**src/rtl/fswsg_defs.vh**
```
`ifndef FSWSG_DEFS_VH
`define FSWSG_DEFS_VH

// register word offsets (consecutive word addresses)
`define FSWSG_OFF_CTRL 4'h0
`define FSWSG_OFF_PRESCALE 4'h1
`define FSWSG_OFF_BUS_TIMEOUT 4'h2
`define FSWSG_OFF_LOCAL_TIMEOUT 4'h3
`define FSWSG_OFF_STATUS 4'h4
`define FSWSG_OFF_STATE_REQ 4'h5

// control field positions
`define FSWSG_CTRL_BUS_EN 0
`define FSWSG_CTRL_LOCAL_EN 1

// status field positions
`define FSWSG_ST_BUS_EXP 0
`define FSWSG_ST_LOCAL_EXP 1
`define FSWSG_ST_ERR 2
`define FSWSG_ST_STATE_LSB 4

// reset values
`define FSWSG_RST_PRESCALE 16'h09c2
`define FSWSG_RST_BUS_TIMEOUT 16'h03e8
`define FSWSG_RST_LOCAL_TIMEOUT 16'h03e8
`define FSWSG_RST_CTRL 2'h3

// base clocks beyond the prescaler value per watchdog tick
`define FSWSG_TICK_EXTRA 17'h00002

// slave states
`define FSWSG_ST_INIT 3'h1
`define FSWSG_ST_PREOP 3'h2
`define FSWSG_ST_BOOT 3'h3
`define FSWSG_ST_SAFE_OPERATIONAL_STATE_ALT 3'h4
`define FSWSG_ST_OP 3'h5

`endif

```
**src/rtl/fswsg_watchdog.v**
```verilog
// Behaviour
// - two independent watchdogs, bus side and local interface, both default 100 ms
// - bus watchdog restarts only on a successful process-data exchange
// - bus watchdog expiry forces all outputs false
// - bus watchdog expiry leaves the slave state unchanged
// - local watchdog triggers when the application side stays idle too long
// - one shared prescaler, separate count each; timeout is count times tick
// - one tick every prescaler plus 2 base clock periods
// - prescaler resets to 2498, a 100 us tick
// - bus timeout count resets to 1000 ticks
// - counts 0 to 65535, prescaler 1 to 65535 accepted
// - enabled bus watchdog with count 0 is disabled entirely
// - power-on enters init; no mailbox and no process data there
// - init to pre_operational_state checks mailbox setup; pre_operational_state allows mailbox only
// - pre_operational_state to safe_operational_state checks channels and clocks, snapshots inputs first
// - safe_operational_state allows mailbox and process data, updates inputs, holds outputs safe
// - with watchdog off, outputs may be driven in safe_operational_state
// - op copies master outputs to physical outputs; all traffic allowed
// - boot state only from init; file-access mailbox only, no process data
module fswsg_watchdog (
  input wire mclk_in,
  input wire resetn_in,
  input wire [3:0] avs_address_in,
  input wire avs_read_in,
  input wire avs_write_in,
  input wire [31:0] avs_writedata_in,
  output reg [31:0] avs_readdata_out,
  output reg avs_waitrequest_out,
  input wire bus_pd_exchange_in,
  input wire local_access_in,
  input wire mailbox_ok_in,
  input wire pd_channels_ok_in,
  input wire clocks_ok_in,
  input wire [7:0] master_outputs_in,
  input wire [7:0] field_inputs_in,
  output reg [7:0] phys_outputs_out,
  output reg [7:0] input_snapshot_out,
  output reg [2:0] slave_state_out,
  output reg mailbox_allowed_out,
  output reg file_access_only_out,
  output reg pd_allowed_out,
  output reg bus_wd_expired_out,
  output reg local_wd_expired_out
);
`include "fswsg_defs.vh"

  // bus transfer state
  reg ack_q;
  reg [1:0] ctrl_q;
  reg [15:0] prescale_q;
  reg [15:0] bus_timeout_q;
  reg [15:0] local_timeout_q;
  reg [16:0] pre_cnt_q;
  reg tick_q;
  reg [15:0] bus_cnt_q;
  reg [15:0] local_cnt_q;
  reg bus_exp_q;
  reg local_exp_q;
  reg err_q;
  reg [2:0] state_q;
  reg [2:0] state_req_q;
  reg req_pending_q;
  wire bus_wr;
  wire bus_rd;
  wire bus_wd_on;
  wire local_wd_on;
  wire outputs_live;
  wire safe_operational_state_alt_ok;

  // a request is answered one cycle after it appears; reads are registered on the
  // first cycle so data stand at the answer, writes land on the answer edge itself
  assign bus_wr = avs_write_in & ack_q;
  assign bus_rd = avs_read_in & ~ack_q;

  // a zero count switches a watchdog off altogether
  assign bus_wd_on = ctrl_q[`FSWSG_CTRL_BUS_EN] & (bus_timeout_q != 16'h0000);
  assign local_wd_on = ctrl_q[`FSWSG_CTRL_LOCAL_EN] & (local_timeout_q != 16'h0000);

  // outputs follow master data in op, and in safe_operational_state only with the bus watchdog off
  assign outputs_live = ((state_q == `FSWSG_ST_OP) |
    ((state_q == `FSWSG_ST_SAFE_OPERATIONAL_STATE_ALT) & ~bus_wd_on)) & ~bus_exp_q;

  // the pre_operational_state to safe_operational_state check, shared by the state machine and the input image
  assign safe_operational_state_alt_ok = req_pending_q & (state_q == `FSWSG_ST_PREOP) &
    (state_req_q == `FSWSG_ST_SAFE_OPERATIONAL_STATE_ALT) & pd_channels_ok_in & clocks_ok_in;

  // true once a count has reached its limit; both watchdogs share this test
  function fswsg_reached;
    input [15:0] cnt;
    input [15:0] limit;
    begin
      fswsg_reached = (cnt >= limit);
    end
  endfunction

  // states in which process data flows; used by the gate and the input image
  function fswsg_pd_state;
    input [2:0] st;
    begin
      fswsg_pd_state = (st == `FSWSG_ST_SAFE_OPERATIONAL_STATE_ALT) | (st == `FSWSG_ST_OP);
    end
  endfunction

  // next count after a tick; saturates at the limit so expiry is a level
  function [15:0] fswsg_step;
    input [15:0] cnt;
    input [15:0] limit;
    begin
      if (fswsg_reached(cnt, limit))
        fswsg_step = cnt;
      else
        fswsg_step = cnt + 16'h0001;
    end
  endfunction

  // waitrequest handshake: one wait cycle then an answer
  // the fixed single wait state keeps answer timing independent of the address
  always @(posedge mclk_in)
  begin
    if (!resetn_in)
    begin
      ack_q <= 1'b0;
      avs_waitrequest_out <= 1'b1;
    end
    else
    begin
      ack_q <= (avs_read_in | avs_write_in) & ~ack_q;
      avs_waitrequest_out <= ~((avs_read_in | avs_write_in) & ~ack_q);
    end
  end

  // configuration registers written by the master
  // writes to status or unmapped words fall through and change nothing
  always @(posedge mclk_in)
  begin
    if (!resetn_in)
    begin
      ctrl_q <= `FSWSG_RST_CTRL;
      prescale_q <= `FSWSG_RST_PRESCALE;
      bus_timeout_q <= `FSWSG_RST_BUS_TIMEOUT;
      local_timeout_q <= `FSWSG_RST_LOCAL_TIMEOUT;
    end
    else if (bus_wr)
    begin
      case (avs_address_in)
        `FSWSG_OFF_CTRL: ctrl_q <= avs_writedata_in[1:0];
        `FSWSG_OFF_PRESCALE:
          // a zero prescaler is outside the accepted range and is dropped
          if (avs_writedata_in[15:0] != 16'h0000)
            prescale_q <= avs_writedata_in[15:0];
        `FSWSG_OFF_BUS_TIMEOUT: bus_timeout_q <= avs_writedata_in[15:0];
        `FSWSG_OFF_LOCAL_TIMEOUT: local_timeout_q <= avs_writedata_in[15:0];
        default: ctrl_q <= ctrl_q;
      endcase
    end
  end

  // register read mux; unmapped reads return zero
  // status is built from live flags, so a read never clears them
  always @(posedge mclk_in)
  begin
    if (!resetn_in)
      avs_readdata_out <= 32'h00000000;
    else if (bus_rd)
    begin
      case (avs_address_in)
        `FSWSG_OFF_CTRL: avs_readdata_out <= {30'h0, ctrl_q};
        `FSWSG_OFF_PRESCALE: avs_readdata_out <= {16'h0000, prescale_q};
        `FSWSG_OFF_BUS_TIMEOUT: avs_readdata_out <= {16'h0000, bus_timeout_q};
        `FSWSG_OFF_LOCAL_TIMEOUT: avs_readdata_out <= {16'h0000, local_timeout_q};
        `FSWSG_OFF_STATUS: avs_readdata_out <= {25'h0, state_q, 1'b0, err_q,
          local_exp_q, bus_exp_q};
        `FSWSG_OFF_STATE_REQ: avs_readdata_out <= {29'h0, state_req_q};
        default: avs_readdata_out <= 32'h00000000;
      endcase
    end
  end

  // shared prescaler: a tick every prescaler + 2 base clocks
  // the count runs from 0 to prescaler + 1, which gives that period exactly
  always @(posedge mclk_in)
  begin
    if (!resetn_in)
    begin
      pre_cnt_q <= 17'h00000;
      tick_q <= 1'b0;
    end
    else if (pre_cnt_q >= ({1'b0, prescale_q} + `FSWSG_TICK_EXTRA - 17'h00001))
    begin
      pre_cnt_q <= 17'h00000;
      tick_q <= 1'b1;
    end
    else
    begin
      pre_cnt_q <= pre_cnt_q + 17'h00001;
      tick_q <= 1'b0;
    end
  end

  // bus-side watchdog; only an exchange restarts it
  // the count saturates, so expiry stays a level until traffic returns
  always @(posedge mclk_in)
  begin
    if (!resetn_in)
    begin
      bus_cnt_q <= 16'h0000;
      bus_exp_q <= 1'b0;
    end
    else if (bus_pd_exchange_in | ~bus_wd_on)
    begin
      bus_cnt_q <= 16'h0000;
      bus_exp_q <= 1'b0;
    end
    else
    begin
      if (tick_q)
        bus_cnt_q <= fswsg_step(bus_cnt_q, bus_timeout_q);
      if (fswsg_reached(bus_cnt_q, bus_timeout_q))
        bus_exp_q <= 1'b1;
    end
  end

  // local-interface watchdog
  // a local expiry only raises its flag; it never touches the outputs
  always @(posedge mclk_in)
  begin
    if (!resetn_in)
    begin
      local_cnt_q <= 16'h0000;
      local_exp_q <= 1'b0;
    end
    else if (local_access_in | ~local_wd_on)
    begin
      local_cnt_q <= 16'h0000;
      local_exp_q <= 1'b0;
    end
    else
    begin
      if (tick_q)
        local_cnt_q <= fswsg_step(local_cnt_q, local_timeout_q);
      if (fswsg_reached(local_cnt_q, local_timeout_q))
        local_exp_q <= 1'b1;
    end
  end

  // slave state machine; watchdog expiry never enters here
  // a request waits one cycle so the setup checks are sampled after the write;
  // a refused or failing request keeps the state and raises the error bit
  always @(posedge mclk_in)
  begin
    if (!resetn_in)
    begin
      state_q <= `FSWSG_ST_INIT;
      state_req_q <= `FSWSG_ST_INIT;
      req_pending_q <= 1'b0;
      err_q <= 1'b0;
    end
    else if (bus_wr & (avs_address_in == `FSWSG_OFF_STATE_REQ))
    begin
      state_req_q <= avs_writedata_in[2:0];
      req_pending_q <= 1'b1;
    end
    else if (req_pending_q)
    begin
      req_pending_q <= 1'b0;
      err_q <= 1'b1;
      case (state_q)
        `FSWSG_ST_INIT:
          if (state_req_q == `FSWSG_ST_PREOP && mailbox_ok_in)
          begin
            state_q <= `FSWSG_ST_PREOP;
            err_q <= 1'b0;
          end
          else if (state_req_q == `FSWSG_ST_BOOT && mailbox_ok_in)
          begin
            state_q <= `FSWSG_ST_BOOT;
            err_q <= 1'b0;
          end
          else if (state_req_q == `FSWSG_ST_INIT)
            err_q <= 1'b0;
        `FSWSG_ST_PREOP:
          if (safe_operational_state_alt_ok)
          begin
            state_q <= `FSWSG_ST_SAFE_OPERATIONAL_STATE_ALT;
            err_q <= 1'b0;
          end
          else if (state_req_q == `FSWSG_ST_INIT || state_req_q == `FSWSG_ST_PREOP)
          begin
            state_q <= state_req_q;
            err_q <= 1'b0;
          end
        `FSWSG_ST_SAFE_OPERATIONAL_STATE_ALT, `FSWSG_ST_OP:
          // the master is trusted to have supplied valid outputs before op
          if (state_req_q == `FSWSG_ST_OP || state_req_q == `FSWSG_ST_SAFE_OPERATIONAL_STATE_ALT ||
              state_req_q == `FSWSG_ST_PREOP || state_req_q == `FSWSG_ST_INIT)
          begin
            state_q <= state_req_q;
            err_q <= 1'b0;
          end
        `FSWSG_ST_BOOT:
          if (state_req_q == `FSWSG_ST_INIT || state_req_q == `FSWSG_ST_BOOT)
          begin
            state_q <= state_req_q;
            err_q <= 1'b0;
          end
        default: state_q <= `FSWSG_ST_INIT;
      endcase
    end
  end

  // input image: captured by the safe_operational_state entry check, then refreshed every cycle
  // in safe_operational_state and op; a bus write in flight does not stall the refresh
  always @(posedge mclk_in)
  begin
    if (!resetn_in)
      input_snapshot_out <= 8'h00;
    else if (safe_operational_state_alt_ok)
      input_snapshot_out <= field_inputs_in;
    else if (fswsg_pd_state(state_q))
      input_snapshot_out <= field_inputs_in;
  end

  // registered output image and visible state
  always @(posedge mclk_in)
  begin
    if (!resetn_in)
    begin
      phys_outputs_out <= 8'h00;
      slave_state_out <= `FSWSG_ST_INIT;
    end
    else
    begin
      phys_outputs_out <= outputs_live ? master_outputs_in : 8'h00;
      slave_state_out <= state_q;
    end
  end

  // traffic permissions per state
  always @(posedge mclk_in)
  begin
    if (!resetn_in)
    begin
      mailbox_allowed_out <= 1'b0;
      file_access_only_out <= 1'b0;
      pd_allowed_out <= 1'b0;
    end
    else
    begin
      mailbox_allowed_out <= (state_q != `FSWSG_ST_INIT);
      file_access_only_out <= (state_q == `FSWSG_ST_BOOT);
      pd_allowed_out <= fswsg_pd_state(state_q);
    end
  end

  // expiry flags, one cycle behind the watchdogs like the gated outputs
  always @(posedge mclk_in)
  begin
    if (!resetn_in)
    begin
      bus_wd_expired_out <= 1'b0;
      local_wd_expired_out <= 1'b0;
    end
    else
    begin
      bus_wd_expired_out <= bus_exp_q;
      local_wd_expired_out <= local_exp_q;
    end
  end

endmodule

```
**config.mk**
```make
export PLATFORM = sky130hd
export DESIGN_NAME = fswsg_watchdog
export DESIGN_NICKNAME = d
export VERILOG_FILES = /design/src/rtl/fswsg_watchdog.v
export VERILOG_INCLUDE_DIRS = /design/src /design/src/rtl
export SDC_FILE = /design/constraint.sdc
export NUM_CORES = 1
export LEC_CHECK = 0
export BUFFER_PORTS_ARGS = -buffer_cell sky130_fd_sc_hd__buf_4
export CELL_PAD_IN_SITES_DETAIL_PLACEMENT = 0
export CELL_PAD_IN_SITES_GLOBAL_PLACEMENT = 1
export CORE_MARGIN = 10
export CORE_UTILIZATION = 45
export DETAILED_ROUTE_END_ITERATION = 8
export HOLD_SLACK_MARGIN = 0.06
export PLACE_DENSITY_LB_ADDON = 0.1
export SYNTH_ARGS = -nofsm -noshare
export SYNTH_HDL_FRONTEND = slang
export SYNTH_SLANG_ARGS = --single-unit
export TNS_END_PERCENT = 50
```
**constraint.sdc**
```tcl
create_clock -name mclk_in -period 4.55 [get_ports mclk_in]
set_input_delay 0.2275 -clock mclk_in [delete_from_list [all_inputs] [get_ports mclk_in]]
set_output_delay 0.2275 -clock mclk_in [all_outputs]
set_load 0.01 [all_outputs]
```
==> results.py <==
metrics = {
    "floorplan": {
        "dieArea_sq_mm": 0.0232,
        "io_pins": 118,
        "coreArea_sq_mm": 0.0172,
        "die_x_um": 152,
        "placementRows": 48,
        "die_h_um": 152,
        "start_util_pct": 45.7,
    },
    "placement": {
        "gp_congestion": 0.842,
        "dp_hpwl_um": 15400,
        "port-buffer-count": 85,
    },
    "synthesis": {
        "synthTopCellsByCount": "152 x dfxtp_1, 106 x nor2_1, 104 x nand2_1, 81 x a21oi_1, 53 x ha_1",
        "synthCells": 944,
        "synth_area_sq_mm": 0.00788,
        "synth_warnings": 0,
        "ys_seq_area_share_pct": 38.6,
        "synthAdderAreaFrac_pct": 8.41,
        "yosysMostFrequentCell": "dfxtp_1",
        "synth_top_area_share_pct": 38.6,
        "yosysTopAreaCell": "dfxtp_1",
        "synthSimpleGateAreaFrac_pct": 23.1,
        "async_flop_share_pct": 0,
        "synthTopCellsByArea": "dfxtp_1 39%, ha_1 8.4%, mux2i_1 6.2%, a21oi_1 5.1%, nor2_1 5.0%",
        "synth_ff_type": "dfxtp_1",
        "synth_compound_area_share_pct": 14.1,
        "syn_avg_cell_area_sq_um": 8.35,
        "synth_top_family_by_area": "simple AND/OR/NAND/NOR gates",
        "synth_enable_flop_cells": 0,
        "ys_ff_latch": 152,
        "synth-xor-area-share_pct": 3.55,
        "yosysUniqueCellTypes": 67,
        "synthMuxAreaShare_pct": 6.36,
    },
    "finish": {
        "drive_gt1_share_pct": 12.7,
        "final_nets": 1144,
        "utilization_pct": 54.5,
        "area_growth_pct": 19.2,
        "antenna_cells": 0,
    },
    "power_and_ir_drop": {
        "share_comb_of_total_power_pct": 5.3,
        "power_frac_seq_pct": 45.3,
        "p_int_w": 0.00231,
        "pwr-share-clk_pct": 49.4,
        "power.density_mw_per_mm2": 316,
        "p_switching_w": 0.000664,
        "p_leak_nw": 3.99,
        "vdd_drop_max_mv": 0.272,
        "switching_share_pct": 22.4,
    },
    "critical_path": {
        "critPathArrivalTime_ps": 3220,
        "crit_start": "prescale_q[2]",
        "path_max_fanout": 17,
        "crit_slowest_cell": "dfxtp_1",
        "worst-path-buf-inv": 1,
        "ff2ff_path_depth": 13,
        "rrSetupSlack_ps": 1690,
        "reg2reg_from": "prescale_q[2]",
        "cp-end-kind": "flop",
        "reg2reg_to": "pre_cnt_q[8]",
        "cp_top_family": "simple AND/OR/NAND/NOR gates",
        "cp.required_ps": 4910,
        "crit_path_cell_trace": "and3_1, and3_1, nand3_1, nor2_1, nand3_1, xor2_1, ha_1, a21o_1, a21o_1, a21oi_1, o2111ai_1, buf_4, nor2_1",
        "crit_type": "flop to flop",
        "cp-start-kind": "flop",
        "critPathMaxStageDelay_ps": 430,
    },
    "sta": {
        "fmax_mhz": 349,
        "timing.slew.headroom_pct": 23.1,
        "worst_pin_slew_ps": 1150,
        "timing.setup.tns_ps": 0,
        "finalCritPeriodShare_pct": 62.9,
        "rsz0062_at_grt": "no",
        "slew_violations": 0,
        "finalHoldViolCount": 0,
        "skew_ps": 10.8,
        "min_period_ps": 2860,
        "setup_viol": 0,
    },
    "hold_path": {
        "hold_depth": 3,
        "hold_end": "prescale_q[11]",
        "hold_class": "primary input to flop",
        "hp-start": "avs_writedata_in[11]",
    },
    "flow_run": {
        "drv_cap": 0,
    },
    "clocking": {
        "htree_levels": 4,
        "post_cts_buffers": 0,
        "cts_buffer_depth": 2,
        "cts_root_buf": "clkbuf_16",
        "cts_tree": "built",
        "clock_sinks": 152,
        "cts.clk_slew.worst_paths_ps": 60,
        "numCtsBuffers": 17,
        "clk_latency_ps": 430,
    },
    "routing": {
        "wl_per_cell_um": 16.7,
        "routed_wirelength_um": 21100,
        "vias": 6784,
        "drcViolationCount": 0,
        "drt-initial-drc-count": 392,
        "dr.pass1.iters": 5,
        "via_per_inst": 5.35,
        "ant_nets": 0,
    },
    "global_routing": {
        "grt_antenna_before_repair": 0,
        "grt_remaining_overflow": 0,
        "grtUsageTotal_pct": 17.8,
        "grt_pass1_vias": 6382,
        "grt_pass1_wl_um": 34500,
        "grt_max_degree": 65,
    },
    "run_status": {
        "run_status": "finished clean",
    },
}
==> registers in the layout (all words and copies together) (netlist names), 2 cells and up <==
register            cells
local_timeout_q        16
local_cnt_q            16
avs_readdata_out       16
phys_outputs_out        8
input_snapshot_out      8
state_q                 3
bus_timeout_q          16
bus_cnt_q              16
pre_cnt_q              17
slave_state_out         3
prescale_q             16
ctrl_q                  2
state_req_q             3
==> kinds of logic after synthesis <==
group / after synthesis
AOI/OAI and AO/OA: 180
other: 1
adders and majority gates: 53
DFF: 152
buffers and inverters: 104
xor gates and xnor gates: 32
and+or+nand+nor: 372
muxes: 50
==> worst max path at each step <==
stage / depth (start not counted) / endpoint / slack [ps]
finish: 13 / pre_cnt_q[8] / 1690
global route: 8 / local_cnt_q[13] / 1450
CTS: 13 / pre_cnt_q[2] / 1690
detailed placement: 13 / pre_cnt_q[11] / 1700
global placement: 13 / pre_cnt_q[6] / 1720
floorplan: 13 / pre_cnt_q[10] / 1710
==> what timing repair did <==
item,CTS,global route
resized for setup,0,0
endpoints found under the hold margin,16,0
hold buffers,16,0
==> cell usage in the layout (no fill, tap or decap), types with 3 or more instances in the layout <==
cell type	n
nand2b_1	7
o22ai_1	4
nand4_1	16
nor2_1	106
conb_1	16
clkbuf_8	3
a22oi_1	5
bufinv_16	3
dfxtp_1	152
inv_1	50
nand3_1	39
nor3_1	8
a21oi_1	81
and2_1	13
xor2_1	17
xnor2_1	15
and3_1	13
or3_1	11
nand2_1	104
a31oi_1	5
clkbuf_16	17
clkinvlp_4	5
a32oi_1	3
o211ai_1	16
buf_4	89
nor2b_1	8
nor4_1	13
dlygate4sd3_1	16
ha_1	53
mux2i_1	49
a211oi_1	3
or4_1	15
o21ai_0	23
a21o_1	8
o31ai_1	12
==> stage by stage <==
step	area (sq um)	hold slack, ps	instances	worst slack (ps)	power [W]
floorplan	7940	349	959	1710	0.00146
global placement	8620	429	1220	1720	0.00152
detailed placement	8620	432	1220	1700	0.00152
CTS	9390	69.9	1268	1690	0.00300
global route	9390	72.4	1268	1450	0.00308
finish	9390	80.9	1268	1690	0.00297
==> metal layers <==
metal / share of wire [%] / global-route usage (%)
met1: 49 / 24.5
met3: 6.7 / 5.33
met4: 0.97 / 3.94
met2: 43 / 26.6
met5: 0 / 0
==> power by group through the flow <==
| stage | registers [W] | clock network [W] | logic [W] |
|---|---|---|---|
| 2_1_floorplan | 0.00137 | 0 | 0.0000858 |
| 3_3_place_gp | 0.00138 | 0 | 0.000145 |
| 3_5_place_dp | 0.00138 | 0 | 0.000144 |
| 4_1_cts | 0.00135 | 0.00150 | 0.000156 |
| 5_1_grt | 0.00135 | 0.00156 | 0.000171 |
| 6_report | 0.00135 | 0.00147 | 0.000157 |
==> layout make-up <==
cell class	count	area, sq um
clock inverters	11	146
inverters	51	191
fillers	1639	7840
multi-input cells	703	4430
well taps	225	282
clock buffers	21	470
repair buffers	105	828
flip-flops and latches	152	3040
==> worst register-to-register path: cells and delay by family, from the launching register on <==
family                   cells  cell delay (ps)
AND/OR/NAND/NOR              6             1040
AO/OA/AOI/OAI                4              670
flip-flops                   1              430
adder cells (fa/ha/maj)      1              290
buffers and inverters        1              220
XOR/XNOR                     1              160
Note: power is estimated with default switching activity, not from simulation.
